$ cat config.mk
export PLATFORM = sky130hd
export DESIGN_NAME = tli_irq_tree
export DESIGN_NICKNAME = d
export VERILOG_FILES = /design/src/rtl/tli_pkg.sv /design/src/rtl/tli_irq_tree.sv
export SDC_FILE = /design/constraint.sdc
export NUM_CORES = 1
export LEC_CHECK = 0
export ABC_AREA = 1
export BUFFER_PORTS_ARGS = -buffer_cell sky130_fd_sc_hd__buf_4
export CAP_MARGIN = 15
export CORE_UTILIZATION = 45
export CTS_CLUSTER_SIZE = 40
export DETAILED_ROUTE_END_ITERATION = 6
export PLACE_DENSITY = 0.68
export RECOVER_POWER = 100
export REMOVE_ABC_BUFFERS = 1
export SLEW_MARGIN = 20
export SYNTH_ARGS = -nofsm -noshare
export SYNTH_HDL_FRONTEND = slang
export SYNTH_SLANG_ARGS = --single-unit
export TNS_END_PERCENT = 5
$ cat constraint.sdc
create_clock -name clk_sys -period 2.6 [get_ports clk_sys]
set_clock_uncertainty 0.15 [all_clocks]
set_input_delay 0.13 -clock clk_sys [delete_from_list [all_inputs] [get_ports clk_sys]]
set_output_delay 0.13 -clock clk_sys [all_outputs]
set_load 0.005 [all_outputs]
$ cat src/rtl/tli_pkg.sv
// Constants, register map and state type of the two-level interrupt tree
`default_nettype none
package tli_pkg;
	localparam int unsigned NUM_PINS = 15;
	localparam int unsigned ADDR_W   = 8;
	localparam int unsigned DATA_W   = 8;

	// Register addresses
	localparam logic [7:0] ADDR_GROUP_STATUS    = 8'h02;
	localparam logic [7:0] ADDR_GROUP_MASK      = 8'h0e;
	localparam logic [7:0] ADDR_SUPPLY_FLAG     = 8'h04;
	localparam logic [7:0] ADDR_REGFAULT_FLAG   = 8'h05;
	localparam logic [7:0] ADDR_DIE_FLAG        = 8'h06;
	localparam logic [7:0] ADDR_CONV_FLAG       = 8'h07;
	localparam logic [7:0] ADDR_PWRBTN_FLAG     = 8'h08;
	localparam logic [7:0] ADDR_PIN_HI_FLAG     = 8'h0b;
	localparam logic [7:0] ADDR_PIN_LO_FLAG     = 8'h0c;
	localparam logic [7:0] ADDR_SUPPLY_MASK     = 8'h10;
	localparam logic [7:0] ADDR_REGFAULT_MASK   = 8'h11;
	localparam logic [7:0] ADDR_DIE_MASK        = 8'h12;
	localparam logic [7:0] ADDR_CONV_MASK       = 8'h13;
	localparam logic [7:0] ADDR_PIN_HI_MASK     = 8'h19;
	localparam logic [7:0] ADDR_PIN_LO_MASK     = 8'h1a;

	// First-level bit positions
	localparam int unsigned BIT_THERMAL   = 1;
	localparam int unsigned BIT_CONVERTER = 3;
	localparam int unsigned BIT_PIN_EVENT = 5;
	localparam int unsigned BIT_REGULATOR = 6;
	localparam logic [7:0]  GROUP_BITS    = 8'h6a;

	// Converter flag register bit positions
	localparam int unsigned CONV_CH0  = 0;
	localparam int unsigned CONV_CH1  = 1;
	localparam int unsigned CONV_CH2  = 2;
	localparam int unsigned CONV_DONE = 3;

	// Pin flag split between high and low byte
	localparam int unsigned PIN_LO_W = 8;
	localparam int unsigned PIN_HI_W = 7;

	// Edge select encoding
	localparam logic [1:0] EDGE_NONE    = 2'h0;
	localparam logic [1:0] EDGE_RISING  = 2'h1;
	localparam logic [1:0] EDGE_FALLING = 2'h2;
	localparam logic [1:0] EDGE_BOTH    = 2'h3;

	// Reset values
	localparam logic [7:0]  RST_GROUP_MASK = 8'h6a;
	localparam logic [7:0]  RST_BYTE_ZERO  = 8'h00;
	localparam logic        RST_BIT_MASKED = 1'b1;
	localparam logic [3:0]  RST_CONV_MASK  = 4'hf;
	localparam logic [14:0] RST_PIN_MASK   = 15'h7fff;

	typedef struct packed {
		logic [NUM_PINS-1:0] pin_prev;
		logic [NUM_PINS-1:0] pin_flag;
		logic [NUM_PINS-1:0] pin_mask;
		logic                supply_flag;
		logic                supply_mask;
		logic                regf_flag;
		logic                regf_mask;
		logic                die_flag;
		logic                die_mask;
		logic [3:0]          conv_flag;
		logic [3:0]          conv_mask;
		logic                notify_armed;
		logic                pwrbtn_flag;
		logic [7:0]          group_mask;
		logic [7:0]          rdata;
	} tli_state_t;
endpackage
`default_nettype wire

$ cat src/rtl/tli_irq_tree.sv
// Two-level interrupt aggregation unit with byte register port
//
// Operation
// - Unmasked event flag feeds its group bit; power button flag feeds none
// - Pin high while unmasked flags pending
// - Four group status bits, one per sub-block
// - Masked group sets neither status nor pin
// - Group bits clear only via their flags or the group mask
// - Pin drops once group bits clear
// - Regulator 6, pins 5, converter 3, thermal 1
// - Group status at 0x02, resets 0x00
// - Group mask at 0x0E, resets 0x6A
// - Masked event flag never becomes set
// - Flags clear by writing one
// - Supply out-of-range flag, converter group
// - Regulator fault flag, cleared at cold-off
// - Die temperature alert flag, thermal group
// - Three channel alert flags, converter group
// - Conversion done flag needs armed notify
// - Input pin edge raises pin flag
// - Interrupt asserted within one millisecond
`timescale 1ns/1ps
`default_nettype none
module tli_irq_tree
	import tli_pkg::*;
(
	input  wire logic                         clk_sys,
	input  wire logic                         reset_n,
	input  wire logic [tli_pkg::ADDR_W-1:0]   reg_addr,
	input  wire logic [tli_pkg::DATA_W-1:0]   reg_wdata,
	input  wire logic                         reg_wr,
	input  wire logic                         reg_rd,
	output logic      [tli_pkg::DATA_W-1:0]   reg_rdata,
	input  wire logic                         supply_out_of_range,
	input  wire logic                         regulator_fault,
	input  wire logic                         cold_off_entry,
	input  wire logic                         die_temp_alert,
	input  wire logic [2:0]                   voltage_alert,
	input  wire logic                         conv_request,
	input  wire logic                         conv_request_notify,
	input  wire logic                         conv_complete,
	input  wire logic                         power_button_event,
	input  wire logic [tli_pkg::NUM_PINS-1:0] pin_in,
	input  wire logic [tli_pkg::NUM_PINS-1:0] pin_is_input,
	input  wire logic [2*tli_pkg::NUM_PINS-1:0] edge_select_field,
	output logic      [tli_pkg::NUM_PINS-1:0] pin_level,
	output logic                              irq_out
);
	import tli_pkg::*;

	tli_state_t              st_ff;
	tli_state_t              nxt_st;
	logic [NUM_PINS-1:0]     pin_edge;
	logic [NUM_PINS-1:0]     pin_clr;
	logic [3:0]              conv_event;
	logic [7:0]              group_any;
	logic [7:0]              group_status;
	logic [7:0]              rd_mux;
	logic                    wr_supply_flag;
	logic                    wr_regf_flag;
	logic                    wr_die_flag;
	logic                    wr_conv_flag;
	logic                    wr_pwrbtn_flag;
	logic                    wr_pin_hi_flag;
	logic                    wr_pin_lo_flag;
	logic                    supply_set;
	logic                    supply_clr;
	logic                    regf_set;
	logic                    regf_clr;
	logic                    die_set;
	logic                    die_clr;
	logic [3:0]              conv_set;
	logic [3:0]              conv_clr;
	logic                    pwrbtn_clr;
	logic [NUM_PINS-1:0]     pin_set;

	function automatic logic wr_hit(input logic [7:0] a, input logic [7:0] target, input logic wr);
		wr_hit = wr && (a == target);
	endfunction

	// Edge detection per input pin
	genvar gi;
	generate
		for (gi = 0; gi < NUM_PINS; gi++) begin : g_pin
			logic [1:0] sel;
			logic       rise;
			logic       fall;
			assign sel  = edge_select_field[2*gi +: 2];
			assign rise = pin_in[gi] & ~st_ff.pin_prev[gi];
			assign fall = ~pin_in[gi] & st_ff.pin_prev[gi];
			assign pin_edge[gi] = pin_is_input[gi] &
				(((sel == EDGE_RISING) | (sel == EDGE_BOTH)) & rise |
				((sel == EDGE_FALLING) | (sel == EDGE_BOTH)) & fall);
		end
	endgenerate

	// Write decode of the flag registers
	assign wr_supply_flag = wr_hit(reg_addr, ADDR_SUPPLY_FLAG, reg_wr);
	assign wr_regf_flag   = wr_hit(reg_addr, ADDR_REGFAULT_FLAG, reg_wr);
	assign wr_die_flag    = wr_hit(reg_addr, ADDR_DIE_FLAG, reg_wr);
	assign wr_conv_flag   = wr_hit(reg_addr, ADDR_CONV_FLAG, reg_wr);
	assign wr_pwrbtn_flag = wr_hit(reg_addr, ADDR_PWRBTN_FLAG, reg_wr);
	assign wr_pin_hi_flag = wr_hit(reg_addr, ADDR_PIN_HI_FLAG, reg_wr);
	assign wr_pin_lo_flag = wr_hit(reg_addr, ADDR_PIN_LO_FLAG, reg_wr);

	// Write-one clear terms
	assign supply_clr = wr_supply_flag & reg_wdata[0];
	assign regf_clr   = (wr_regf_flag & reg_wdata[0]) | cold_off_entry;
	assign die_clr    = wr_die_flag & reg_wdata[0];
	assign conv_clr   = wr_conv_flag ? reg_wdata[3:0] : 4'h0;
	assign pwrbtn_clr = wr_pwrbtn_flag & reg_wdata[0];
	assign pin_clr    = {(wr_pin_hi_flag ? reg_wdata[PIN_HI_W-1:0] : 7'h00),
		(wr_pin_lo_flag ? reg_wdata : RST_BYTE_ZERO)};

	// Set terms, masked at level two
	assign supply_set = supply_out_of_range & ~st_ff.supply_mask;
	assign regf_set   = regulator_fault & ~st_ff.regf_mask;
	assign die_set    = die_temp_alert & ~st_ff.die_mask;
	assign conv_set   = conv_event & ~st_ff.conv_mask;
	assign pin_set    = pin_edge & ~st_ff.pin_mask;

	always_comb begin
		conv_event = '0;
		conv_event[CONV_CH0]  = voltage_alert[0];
		conv_event[CONV_CH1]  = voltage_alert[1];
		conv_event[CONV_CH2]  = voltage_alert[2];
		conv_event[CONV_DONE] = conv_complete & st_ff.notify_armed;
	end

	// Group roll-up of unmasked flags
	always_comb begin
		group_any = '0;
		group_any[BIT_REGULATOR] = st_ff.regf_flag;
		group_any[BIT_PIN_EVENT] = |st_ff.pin_flag;
		group_any[BIT_CONVERTER] = st_ff.supply_flag | (|st_ff.conv_flag);
		group_any[BIT_THERMAL]   = st_ff.die_flag;
	end

	assign group_status = group_any & ~st_ff.group_mask & GROUP_BITS;
	assign irq_out      = |group_status;
	assign reg_rdata    = st_ff.rdata;
	assign pin_level    = pin_in;

	// Read mux
	always_comb begin
		case (reg_addr)
			ADDR_GROUP_STATUS:  rd_mux = group_status;
			ADDR_GROUP_MASK:    rd_mux = st_ff.group_mask;
			ADDR_SUPPLY_FLAG:   rd_mux = {7'h00, st_ff.supply_flag};
			ADDR_REGFAULT_FLAG: rd_mux = {7'h00, st_ff.regf_flag};
			ADDR_DIE_FLAG:      rd_mux = {7'h00, st_ff.die_flag};
			ADDR_CONV_FLAG:     rd_mux = {4'h0, st_ff.conv_flag};
			ADDR_PWRBTN_FLAG:   rd_mux = {7'h00, st_ff.pwrbtn_flag};
			ADDR_PIN_HI_FLAG:   rd_mux = {1'b0, st_ff.pin_flag[NUM_PINS-1:PIN_LO_W]};
			ADDR_PIN_LO_FLAG:   rd_mux = st_ff.pin_flag[PIN_LO_W-1:0];
			ADDR_SUPPLY_MASK:   rd_mux = {7'h00, st_ff.supply_mask};
			ADDR_REGFAULT_MASK: rd_mux = {7'h00, st_ff.regf_mask};
			ADDR_DIE_MASK:      rd_mux = {7'h00, st_ff.die_mask};
			ADDR_CONV_MASK:     rd_mux = {4'h0, st_ff.conv_mask};
			ADDR_PIN_HI_MASK:   rd_mux = {1'b0, st_ff.pin_mask[NUM_PINS-1:PIN_LO_W]};
			ADDR_PIN_LO_MASK:   rd_mux = st_ff.pin_mask[PIN_LO_W-1:0];
			default:            rd_mux = RST_BYTE_ZERO;
		endcase
	end

	always_comb begin
		nxt_st = st_ff;
		nxt_st.pin_prev = pin_in;
		if (reg_rd) begin
			nxt_st.rdata = rd_mux;
		end
		// Flag update: set wins over write-one clear
		nxt_st.pin_flag  = (st_ff.pin_flag & ~pin_clr) | pin_set;
		nxt_st.conv_flag = (st_ff.conv_flag & ~conv_clr) | conv_set;
		if (supply_set) begin
			nxt_st.supply_flag = 1'b1;
		end else if (supply_clr) begin
			nxt_st.supply_flag = 1'b0;
		end
		if (regf_set) begin
			nxt_st.regf_flag = 1'b1;
		end else if (regf_clr) begin
			nxt_st.regf_flag = 1'b0;
		end
		if (die_set) begin
			nxt_st.die_flag = 1'b1;
		end else if (die_clr) begin
			nxt_st.die_flag = 1'b0;
		end
		if (power_button_event) begin
			nxt_st.pwrbtn_flag = 1'b1;
		end else if (pwrbtn_clr) begin
			nxt_st.pwrbtn_flag = 1'b0;
		end
		// Notify choice captured when the request is issued
		if (conv_request) begin
			nxt_st.notify_armed = conv_request_notify;
		end else if (conv_complete) begin
			nxt_st.notify_armed = 1'b0;
		end
		// Mask registers
		if (wr_hit(reg_addr, ADDR_GROUP_MASK, reg_wr)) begin
			nxt_st.group_mask = reg_wdata & GROUP_BITS;
		end
		if (wr_hit(reg_addr, ADDR_SUPPLY_MASK, reg_wr)) begin
			nxt_st.supply_mask = reg_wdata[0];
		end
		if (wr_hit(reg_addr, ADDR_REGFAULT_MASK, reg_wr)) begin
			nxt_st.regf_mask = reg_wdata[0];
		end
		if (wr_hit(reg_addr, ADDR_DIE_MASK, reg_wr)) begin
			nxt_st.die_mask = reg_wdata[0];
		end
		if (wr_hit(reg_addr, ADDR_CONV_MASK, reg_wr)) begin
			nxt_st.conv_mask = reg_wdata[3:0];
		end
		if (wr_hit(reg_addr, ADDR_PIN_HI_MASK, reg_wr)) begin
			nxt_st.pin_mask[NUM_PINS-1:PIN_LO_W] = reg_wdata[PIN_HI_W-1:0];
		end
		if (wr_hit(reg_addr, ADDR_PIN_LO_MASK, reg_wr)) begin
			nxt_st.pin_mask[PIN_LO_W-1:0] = reg_wdata;
		end
	end

	always_ff @(posedge clk_sys or negedge reset_n) begin
		if (!reset_n) begin
			st_ff              <= '0;
			st_ff.pin_mask     <= RST_PIN_MASK;
			st_ff.supply_mask  <= RST_BIT_MASKED;
			st_ff.regf_mask    <= RST_BIT_MASKED;
			st_ff.die_mask     <= RST_BIT_MASKED;
			st_ff.conv_mask    <= RST_CONV_MASK;
			st_ff.group_mask   <= RST_GROUP_MASK;
		end else begin
			st_ff <= nxt_st;
		end
	end
endmodule
`default_nettype wire

==> metrics.yaml, run 1 <==
worst_hold_path:
  hp-start: "reg_wdata[0]"
  min_delay_worst_endpoint: "group_any[1]"
  hp-class: "in -> reg"
  whs_path_depth: 4
die:
  core_um2: 8299
  io_pins: 115
  dieArea_um2: 9057
  start_util_pct: 47.07
  num_rows: 33
  die-height_um: 95.17
  die_w_um: 95.17
critical_path:
  cp_max_fo: 16
  cp.arrival_ns: 2.36
  r2r-start: "st_ff[45]"
  reg2regPathDepth: 5
  reg2reg_slack_ns: 0.45
  r2r_end: "st_ff[60]"
  slowest_stage: "nand3_1"
  critPathLaunchType: "input port"
  cp_data_required_time_ns: 2.70
  cp_cell_sequence: "buf_4, inv_1, nand2_2, nor2_1, nand3_1, o21ai_0"
  slowest_delay_ns: 0.80
  worst-setup-path-type: "in -> reg"
  cp-end-kind: "flop"
global_routing:
  met3_usage_pct: 5.423
  grt_use_met2_pct: 43.75
  antenna_found_initial: 0
  grt_first_pass_wirelength_mm: 17.51
  grtUsageTotal_pct: 25.59
  grt_use_met1_pct: 32.82
  top_usage_layer: "met2"
  grt_max_degree: 74
  grt-ovfl-total: 0
  grt_pass1_vias: 3733
finish:
  ff_latch_area_um2: 1859
  antenna_cells: 0
  fill_cells: 719
  design_area_um2: 5465
  multiInputGateArea_um2: 1500
  synthToLayoutAreaGrowth_pct: 39.91
  nets: 740
  layout-drive-gt1-share_pct: 22.94
yosys:
  ys.flop_type: "dfrtp_1"
  synth_top_family_by_area: "simple AND/OR/NAND/NOR gates"
  synth-simple-area-share_pct: 23.25
  yosysSeqAreaShare_pct: 47.60
  synth_compound_area_share_pct: 15.79
  synthAdderAreaFrac_pct: 0
  synth_seq_cells: 73
  yosysMostFrequentCell: "nand2_1"
  ys_types: 29
  yosysWarnings: 0
  synth_edf_count: 0
  synth_xor_xnor_area_share_pct: 0
  synthTopCellsByCount: "nand2_1 (92), o21ai_0 (78), inv_1 (74), dfrtp_1 (47), nand3_1 (41)"
  synth_top_area_share_pct: 30.11
  avgSynthCellArea_um2: 8.054
  syn-instance-count: 485
  syn-cell-area_um2: 3906
  synth_top_cell_by_area: "dfrtp_1"
  synthArstFlopShare_pct: 100.0
  muxShareOfSynthArea_pct: 0
  yosys-top-cells-area: "dfrtp_1 (30%), dfstp_2 (17%), o21ai_0 (10%)"
sta:
  fin_setup_tns_ns: 0
  final_hold_viol_count: 0
  slew_headroom_pct: -17.92
  finalSetupViolations: 0
  drv_slew: 74
  finalCritPeriodShare_pct: 87.08
  fmax_mhz: 441.7
  fin_crit_ns: 2.264
  rsz0062_at_grt: "no"
  tightest_slew_ns: 1.769
pwr:
  peakVddDrop_mv: 0.3722
  p_total_mw: 2.489
  p_leak_nw: 2.448
  powerDensity_nw_per_um2: 455.4
clock_network:
  tritoncts: "built"
  worstSkewPairLatency_ns: 0.35
  path_clk_slew_ns: 0.08
  htreeDepth: 3
  cts_root_buffer: "clkbuf_8"
  cts_sinks: 73
  numCtsBuffers: 9
  post-cts-setup-buffers: 0
  cts_buffer_depth: 2
placed_design:
  gp_congestion: 0.9232
  post-dp-hpwl_mm: 7.644
  placed_area_um2: 4649
  io_buffers: 114
detailed_routing:
  antenna_left: 0
  vias: 3862
  wl_per_cell_um: 14.33
  drt_iter0_drc: 261
  drt_wl_total_mm: 10.87
  remaining_drc_errors: 0
  viasPerCell: 5.088
  dr.pass1.iters: 5
outcome:
  outcome: "finished with violations"
  failed_checks: "capacitance limit, slew limit"
run:
  drv_cap: 1
[cell type report]
type	count	area share [%]
sequential	73	34.02
multi-input combinational	307	27.45
timing repair buffer	184	27.27
inverter	74	5.082
clock buffer	12	2.839
tap	105	2.404
clock inverter	4	0.9386
[sequential cells by signal, summed over array words and instances (netlist names)]
register	count
group_any	2
reg_rdata	8
st_ff	63
[through the flow]
step	instances	utilization (%)	setup WS, ns	hold slack, ns
4_1_cts	759	66.95	0.4988	0.04553
3_5_place_dp	673	56.02	0.6979	0.1142
5_1_grt	759	65.85	0.1861	0.08837
6_report	759	65.85	0.3360	0.05687
3_3_place_gp	673	56.02	0.7641	0.1125
2_1_floorplan	454	-	1.114	-0.3156
[worst max-delay path by stage]
stage	start	end	slack, ns	cells past startpoint
6_report	reg_addr[6]	st_ff[38]	0.34	6
2_1_floorplan	reg_addr[6]	reg_rdata[5]	1.11	9
3_3_place_gp	reg_addr[6]	st_ff[11]	0.76	8
3_5_place_dp	reg_addr[6]	st_ff[61]	0.70	7
4_1_cts	st_ff[45]	st_ff[60]	0.50	5
5_1_grt	reset_n	st_ff[56]	0.19	2
[layer usage]
metal	share of wire, %	routed length [um]
met1	44	4748
met2	50	5469
met3	5.1	555
met4	0.92	100
met5	0	0
[cells by family (layout without fill, tap and decap cells)]
group | after synthesis | in the layout
and+or+nand+nor | 189 | 189
DFF | 73 | 73
buffers and inverters | 105 | 274
AOI/OAI and AO/OA | 118 | 118
[timing repair]
| action | in CTS | in global routing |
|---|---|---|
| endpoints found under the setup margin | 0 | 0 |
| gates resized for setup | 0 | 0 |
| endpoints found under the hold margin | 109 | 0 |
| hold buffers | 70 | 0 |
[cell usage in the layout (no fill, tap or decap), types with 2 or more instances in the layout]
master	netlist	layout
a21oi_1	15	15
dfstp_2	26	26
o21ai_0	78	87
clkbuf_8	0	11
nand4_1	6	6
nand3b_1	5	5
o22ai_1	6	6
inv_1	74	74
o21ai_1	12	3
nand2_2	3	3
dlygate4sd3_1	0	70
clkbuf_1	0	18
a21boi_0	2	2
clkbuf_4	0	24
nand3_1	41	43
buf_4	24	72
nand3_4	2	2
nor2_4	7	5
nand2_1	92	92
nor2_1	27	29
o31ai_1	2	2
dfrtp_1	47	47
[power by group]
group	total [mW]	internal [mW]	leakage (nW)	switching (mW)
Clock	0.921	0.496	0.103	0.425
Combinational	0.356	0.191	1.57	0.166
Sequential	1.21	1.19	0.772	0.0213
[critical path: cells and delay by family]
family	cells	cell delay, ns
simple gates	3	1.61
compound gates	1	0.44
buf+inv	2	0.17
(Power assumes the default switching activity.)
==> run 2, diff against run 1 <==
--- a/config.mk
+++ b/config.mk
@@ -8,10 +8,10 @@
 export ABC_AREA = 1
 export BUFFER_PORTS_ARGS = -buffer_cell sky130_fd_sc_hd__buf_4
 export CAP_MARGIN = 15
-export CORE_UTILIZATION = 45
+export CORE_UTILIZATION = 55
 export CTS_CLUSTER_SIZE = 40
 export DETAILED_ROUTE_END_ITERATION = 6
-export PLACE_DENSITY = 0.68
+export PLACE_DENSITY = 0.81
 export RECOVER_POWER = 100
 export REMOVE_ABC_BUFFERS = 1
 export SLEW_MARGIN = 20
==> metrics.yaml, run 2 (synthesis gave the netlist of run 1 again) <==
detailed_routing:
  vias: 4110  # +6.4%
  remaining_drc_errors: 0  # unchanged
  drt_iter0_drc: 491  # +88%
  drt_wl_total_mm: 11.96  # +10%
  wl_per_cell_um: 15.84  # +11%
  antenna_left: 0  # unchanged
  dr.pass1.iters: 6  # +1
  viasPerCell: 5.444  # +7.0%
worst_hold_path:
  hp-class: "in -> reg"
critical_path:
  slowest_stage: "dlygate4sd3_1"
  r2r_end: "st_ff[61]"
  cp_data_required_time_ns: 2.69  # about the same
  critPathLaunchType: "input port"
  worst-setup-path-type: "in -> reg"
  r2r-start: "st_ff[76]"
  crit_end: "st_ff[49]"
  crit_buf_inv: 3  # +1
  critPathLaunch: "reg_wr"
  reg2regPathDepth: 5  # unchanged
  worst-path-stages: 6  # unchanged
  cp_cell_sequence: "dlygate4sd3_1, clkbuf_1, nand3_4, o21ai_0, o21ai_0, dlygate4sd3_1"
  cp.arrival_ns: 2.37  # about the same
  cp-end-kind: "flop"
  reg2reg_slack_ns: 0.35  # -0.10 ns
  slowest_delay_ns: 0.58  # -0.22 ns
  cp_top_family: "buffers and inverters"
  cp_max_fo: 12  # -4
finish:
  registers.top_by_ff_count: "st_ff"
  ff_latch_area_um2: 1859  # unchanged
  layout_common_cells: "nand2_1 (93), o21ai_0 (87), dlygate4sd3_1 (75), inv_1 (74), buf_4 (71)"
  synthToLayoutAreaGrowth_pct: 40.07
  nets: 745  # +0.68%
  layout-drive-gt1-share_pct: 22.76  # -0.17 points
  antenna_cells: 0  # unchanged
  multiInputGateArea_um2: 1498  # -0.17%
  design_area_um2: 5472  # +0.11%
  largest_reg_flops: 63  # unchanged
  final_common_cell: "nand2_1"
  fill_cells: 498  # -31%
sta:
  final_hold_viol_count: 0  # unchanged
  fmax_mhz: 438.9  # -0.64%
  slew_headroom_pct: -16.75  # +1.2 points
  fin_crit_ns: 2.279  # +0.01463 ns
  fin_setup_tns_ns: 0  # unchanged
  rsz0062_at_grt: "no"
  finalCritPeriodShare_pct: 87.64  # +0.56 points
  tightest_slew_ns: 1.751  # -0.01758 ns
  finalSetupViolations: 0  # unchanged
  drv_slew: 74  # unchanged
global_routing:
  grt-ovfl-total: 0  # unchanged
  grtUsageTotal_pct: 33.64  # +8.0 points
  grt_first_pass_wirelength_mm: 18.99  # +8.4%
  grt_pass1_vias: 4101  # +9.9%
  antenna_found_initial: 0  # unchanged
  grt_max_degree: 74  # unchanged
placed_design:
  placed_area_um2: 4638  # -0.24%
  gp_congestion: 0.9636  # +4.4%
  post-dp-hpwl_mm: 7.229  # -5.4%
  io_buffers: 114  # unchanged
die:
  die_w_um: 86.28  # -9.3%
  num_rows: 30  # -9.1%
  die-height_um: 86.28  # -9.3%
  dieArea_um2: 7443  # -18%
  start_util_pct: 57.18  # +10 points
  core_um2: 6832  # -18%
  io_pins: 115  # unchanged
pwr:
  p_seq_share_pct: 50.7  # +2.0 points
  p_leak_nw: 2.443  # -0.19%
  power.net_switching_mw: 0.6596  # +7.9%
  powerDensity_nw_per_um2: 437.9  # -3.8%
  clockPowerShare_pct: 33.8  # -3.2 points
  peakVddDrop_mv: 0.4174  # +12%
  p_comb_share_pct: 15.5  # +1.2 points
  sw_frac_of_total_pct: 27.53  # +3.0 points
  p_int_mw: 1.736  # -7.5%
outcome:
  outcome: "finished with violations"
  failed_checks: "capacitance limit, slew limit"
clock_network:
  worstSkewPairLatency_ns: 0.36  # about the same
  numCtsBuffers: 9  # unchanged
  cts_resized: 0  # unchanged
  tritoncts: "built"
  cts_buffer_depth: 2  # unchanged
  path_clk_slew_ns: 0.08  # about the same
  cts_root_buffer: "clkbuf_8"
  htreeDepth: 3  # unchanged
  cts_sinks: 73  # unchanged
run:
  drv_cap: 1  # unchanged
==> run 2: power groups by stage <==
stage          Clock (mW)  Combinational [mW]  Sequential, mW
5_1_grt             0.848               0.408            1.22
2_1_floorplan           0               0.103            1.23
3_5_place_dp            0               0.302            1.23
3_3_place_gp            0               0.296            1.23
6_report            0.809               0.372            1.21
4_1_cts             0.813               0.378            1.21
==> run 2: routing by layer <==
metal | part of all wire [%] | global-route usage [%] | wire length [um]
met4 | 3.5 | 13.79 | 416
met3 | 8.0 | 8.381 | 956
met5 | 0 | 0 | 0
met2 | 51 | 57.79 | 6042
met1 | 38 | 40.52 | 4541
==> run 2: what timing repair did <==
| item | CTS | global route |
|---|---|---|
| buffers inserted | 0 | 0 |
| hold buffers | 75 | 0 |
| endpoints found under the hold margin | 112 | 0 |
==> run 2: worst min-delay path by stage <==
stage / startpoint / to / slack, ns / cells after the start
3_5_place_dp: pin_in[10] / st_ff[72] / 0.11 / 1
6_report: reg_wdata[0] / st_ff[31] / 0.04 / 4
4_1_cts: reg_wdata[0] / group_any[1] / 0.02 / 4
2_1_floorplan: reset_n / group_any[1] / -0.32 / 0
5_1_grt: reg_wdata[0] / group_any[1] / 0.05 / 4
3_3_place_gp: pin_in[2] / st_ff[64] / 0.11 / 1
==> run 2: through the flow <==
| stage | utilization [%] | hold WS, ns | power [mW] | setup WS, ns | cells |
|---|---|---|---|---|---|
| floorplan | - | -0.3156 | 1.329 | 1.114 | 454 |
| CTS | 81.41 | 0.02301 | 2.402 | 0.5148 | 755 |
| global route | 80.09 | 0.05088 | 2.474 | 0.1655 | 755 |
| global placement | 67.89 | 0.1122 | 1.526 | 0.8097 | 664 |
| finish | 80.09 | 0.03618 | 2.396 | 0.3214 | 755 |
| detailed placement | 67.89 | 0.1139 | 1.534 | 0.7095 | 664 |
==> run 2: final cells by class <==
cell class	count	area share [%]
Clock buffer	10	2.332
Clock inverter	6	0.8232
Inverter	74	5.077
Multi-Input combinational cell	307	27.37
Sequential cell	73	33.98
Tap cell	96	2.195
Timing Repair Buffer	189	28.22
==> run 2: tightest hold or removal path: cells and delay by family <==
kind	cells	cell delay (ns)
compound gates	2	0.15
buf+inv	1	0.12
simple gates	1	0.10
==> run 3, diff against run 2 <==
==> constraint.sdc (replaced) <==
create_clock -name clk_sys -period 2.6 [get_ports clk_sys]
set_clock_uncertainty 0.15 [all_clocks]
set_input_delay 0.78 -clock clk_sys [delete_from_list [all_inputs] [get_ports clk_sys]]
set_output_delay 0.78 -clock clk_sys [all_outputs]
set_load 0.005 [all_outputs]
==> metrics.yaml, run 3 (synthesis gave the netlist of run 1 again) <==
critical_path:
  slowest_stage: "dfrtp_1"
  cp_cell_sequence: "nor2_1, nand2_1, nor2_1, nand3b_1, nand2_1, nand4_1, clkbuf_4"
  crit_buf_inv: 1  # -2
  cp.arrival_ns: 1.52  # -0.85 ns
  worst-setup-path-type: "reg -> out"
  slowest_delay_ns: 0.41  # -0.17 ns
  r2r_end: "reg_rdata[3]"
  cp_data_required_time_ns: 1.67  # -1.02 ns
  reg2reg_slack_ns: 1.28  # +0.93 ns
  cp-end-kind: "output pin"
  r2r-start: "st_ff[31]"
  cp_max_fo: 3  # -9
  reg2regPathDepth: 8  # +3
  critPathLaunchType: "flop"
  cp_top_family: "simple AND/OR/NAND/NOR gates"
worst_hold_path:
  min_delay_worst_endpoint: "reg_rdata[2]"
  whs_path_depth: 2  # -2
  hp-class: "reg -> reg"
  hp-start: "reg_rdata[2]"
outcome:
  outcome: "finished clean"
detailed_routing:
  drt_wl_total_mm: 10.07  # -16%
  remaining_drc_errors: 0  # unchanged
  vias: 3697  # -10%
  antenna_left: 0  # unchanged
  viasPerCell: 5.413  # -0.57%
  drt_iter0_drc: 174  # -65%
  dr.pass1.iters: 5  # -1
  wl_per_cell_um: 14.74  # -6.9%
placed_design:
  post-dp-hpwl_mm: 7.582  # +4.9%
  pre_cts_slack_ns: 0.1916  # -0.5179 ns
  gp_congestion: 0.9235  # -4.2%
  io_buffers: 114  # unchanged
clock_network:
  worstSkewPairLatency_ns: 0.34  # -0.02 ns
  cts_resized: 0  # unchanged
  cts_buffer_depth: 2  # unchanged
  cts_root_buffer: "clkbuf_8"
  tritoncts: "built"
  path_clk_slew_ns: 0.08  # about the same
  post-cts-setup-buffers: 0  # unchanged
  cts_sinks: 73  # unchanged
  htreeDepth: 3  # unchanged
  numCtsBuffers: 9  # unchanged
  hold_buffers: 0  # -100%
sta:
  rsz0062_at_grt: "no"
  fmax_mhz: 407.5  # -7.2%
  final_hold_viol_count: 0  # unchanged
  fin_crit_ns: 2.454  # +0.1756 ns
  setup_ws_ns: 0.1458  # -0.1756 ns
  finalSetupViolations: 0  # unchanged
  holdWs_ns: 0.3303  # +0.2941 ns
  finalCritPeriodShare_pct: 94.39  # +6.8 points
  fin_setup_tns_ns: 0  # unchanged
  tightest_slew_ns: 0.9303  # -0.8209 ns
  slew_headroom_pct: 37.98  # +55 points
  drv_slew: 0  # -100%
global_routing:
  grt-ovfl-total: 0  # unchanged
  grt_pass1_vias: 3410  # -17%
  grtUsageTotal_pct: 28.55  # -5.1 points
  grt_first_pass_wirelength_mm: 16.21  # -15%
  grt_max_degree: 39  # -47%
  antenna_found_initial: 0  # unchanged
finish:
  fill_cells: 638  # +28%
  synthToLayoutAreaGrowth_pct: 21.04
  antenna_cells: 0  # unchanged
  nets: 673  # -9.7%
  registers.top_by_ff_count: "st_ff"
  fin_util_pct: 69.21  # -11 points
  largest_reg_flops: 63  # unchanged
  layout-drive-gt1-share_pct: 25.21  # +2.5 points
  layout_common_cells: "nand2_1 (94), o21ai_0 (87), inv_1 (74), buf_4 (71), dfrtp_1 (47)"
  final_common_cell: "nand2_1"
pwr:
  powerDensity_nw_per_um2: 501.4  # +15%
  p_leak_nw: 2.200  # -9.9%
  peakVddDrop_mv: 0.2967  # -29%
die:
  die_w_um: 86.28  # unchanged
  core_um2: 6832  # unchanged
  start_util_pct: 57.18  # unchanged
  io_pins: 115  # unchanged
  num_rows: 30  # unchanged
  die-height_um: 86.28  # unchanged
  dieArea_um2: 7443  # unchanged
run:
  drv_cap: 0  # -1
-- run 3: cell count changes in the layout (fill, tap and decap cells not counted), sizes merged --
cell	delta
clkinv	+1
bufinv	+1
inv	-1
clkinvlp	-2
clkbuf	+4
dlygate4sd3	-75
-- run 3: cell type report --
| cell class | count | area [um^2] | share of cell area, % |
|---|---|---|---|
| Clock inverter | 5 | 56.30 | 1.191 |
| Clock buffer | 11 | 131.4 | 2.779 |
| Sequential cell | 73 | 1859 | 39.32 |
| Inverter | 74 | 277.8 | 5.875 |
| Timing Repair Buffer | 117 | 805.8 | 17.04 |
| Multi-Input combinational cell | 307 | 1478 | 31.25 |
| Tap cell | 96 | 120.1 | 2.540 |
-- run 3: worst max-delay path by stage --
stage / start / end / cells past startpoint
6_report: st_ff[57] / irq_out / 7
5_1_grt: st_ff[57] / irq_out / 7
4_1_cts: st_ff[54] / irq_out / 7
3_5_place_dp: reg_addr[5] / st_ff[45] / 6
3_3_place_gp: reg_addr[5] / st_ff[41] / 6
2_1_floorplan: reg_addr[6] / reg_rdata[5] / 9
-- run 3: metrics by stage --
step	instances	total power [mW]	area, um^2
after global routing	683	2.458	4728
final	683	2.371	4728
after CTS	683	2.397	4861
after floorplan	454	1.329	3662
after global placement	667	1.533	4673
after detailed placement	667	1.542	4673
-- run 3: report_power, final --
group	leakage (nW)	internal, mW	switching (mW)
Clock	0.0933	0.443	0.427
Combinational	1.33	0.136	0.152
Sequential	0.772	1.19	0.0230
-- run 3: worst min-delay path, cell delays in order, from the launching register on --
cell	delay, ns
dfrtp_1	0.35
nand2_1	0.05
nand2_1	0.05
-- run 3: routing by layer --
layer,routed length (um),vias to the layer above,GRT usage (%)
met2,4688,172,46.97
met3,702,27,4.095
met4,223,0,11.52
met5,0,-,0
met1,4454,1748,38.24
li1,-,1750,-
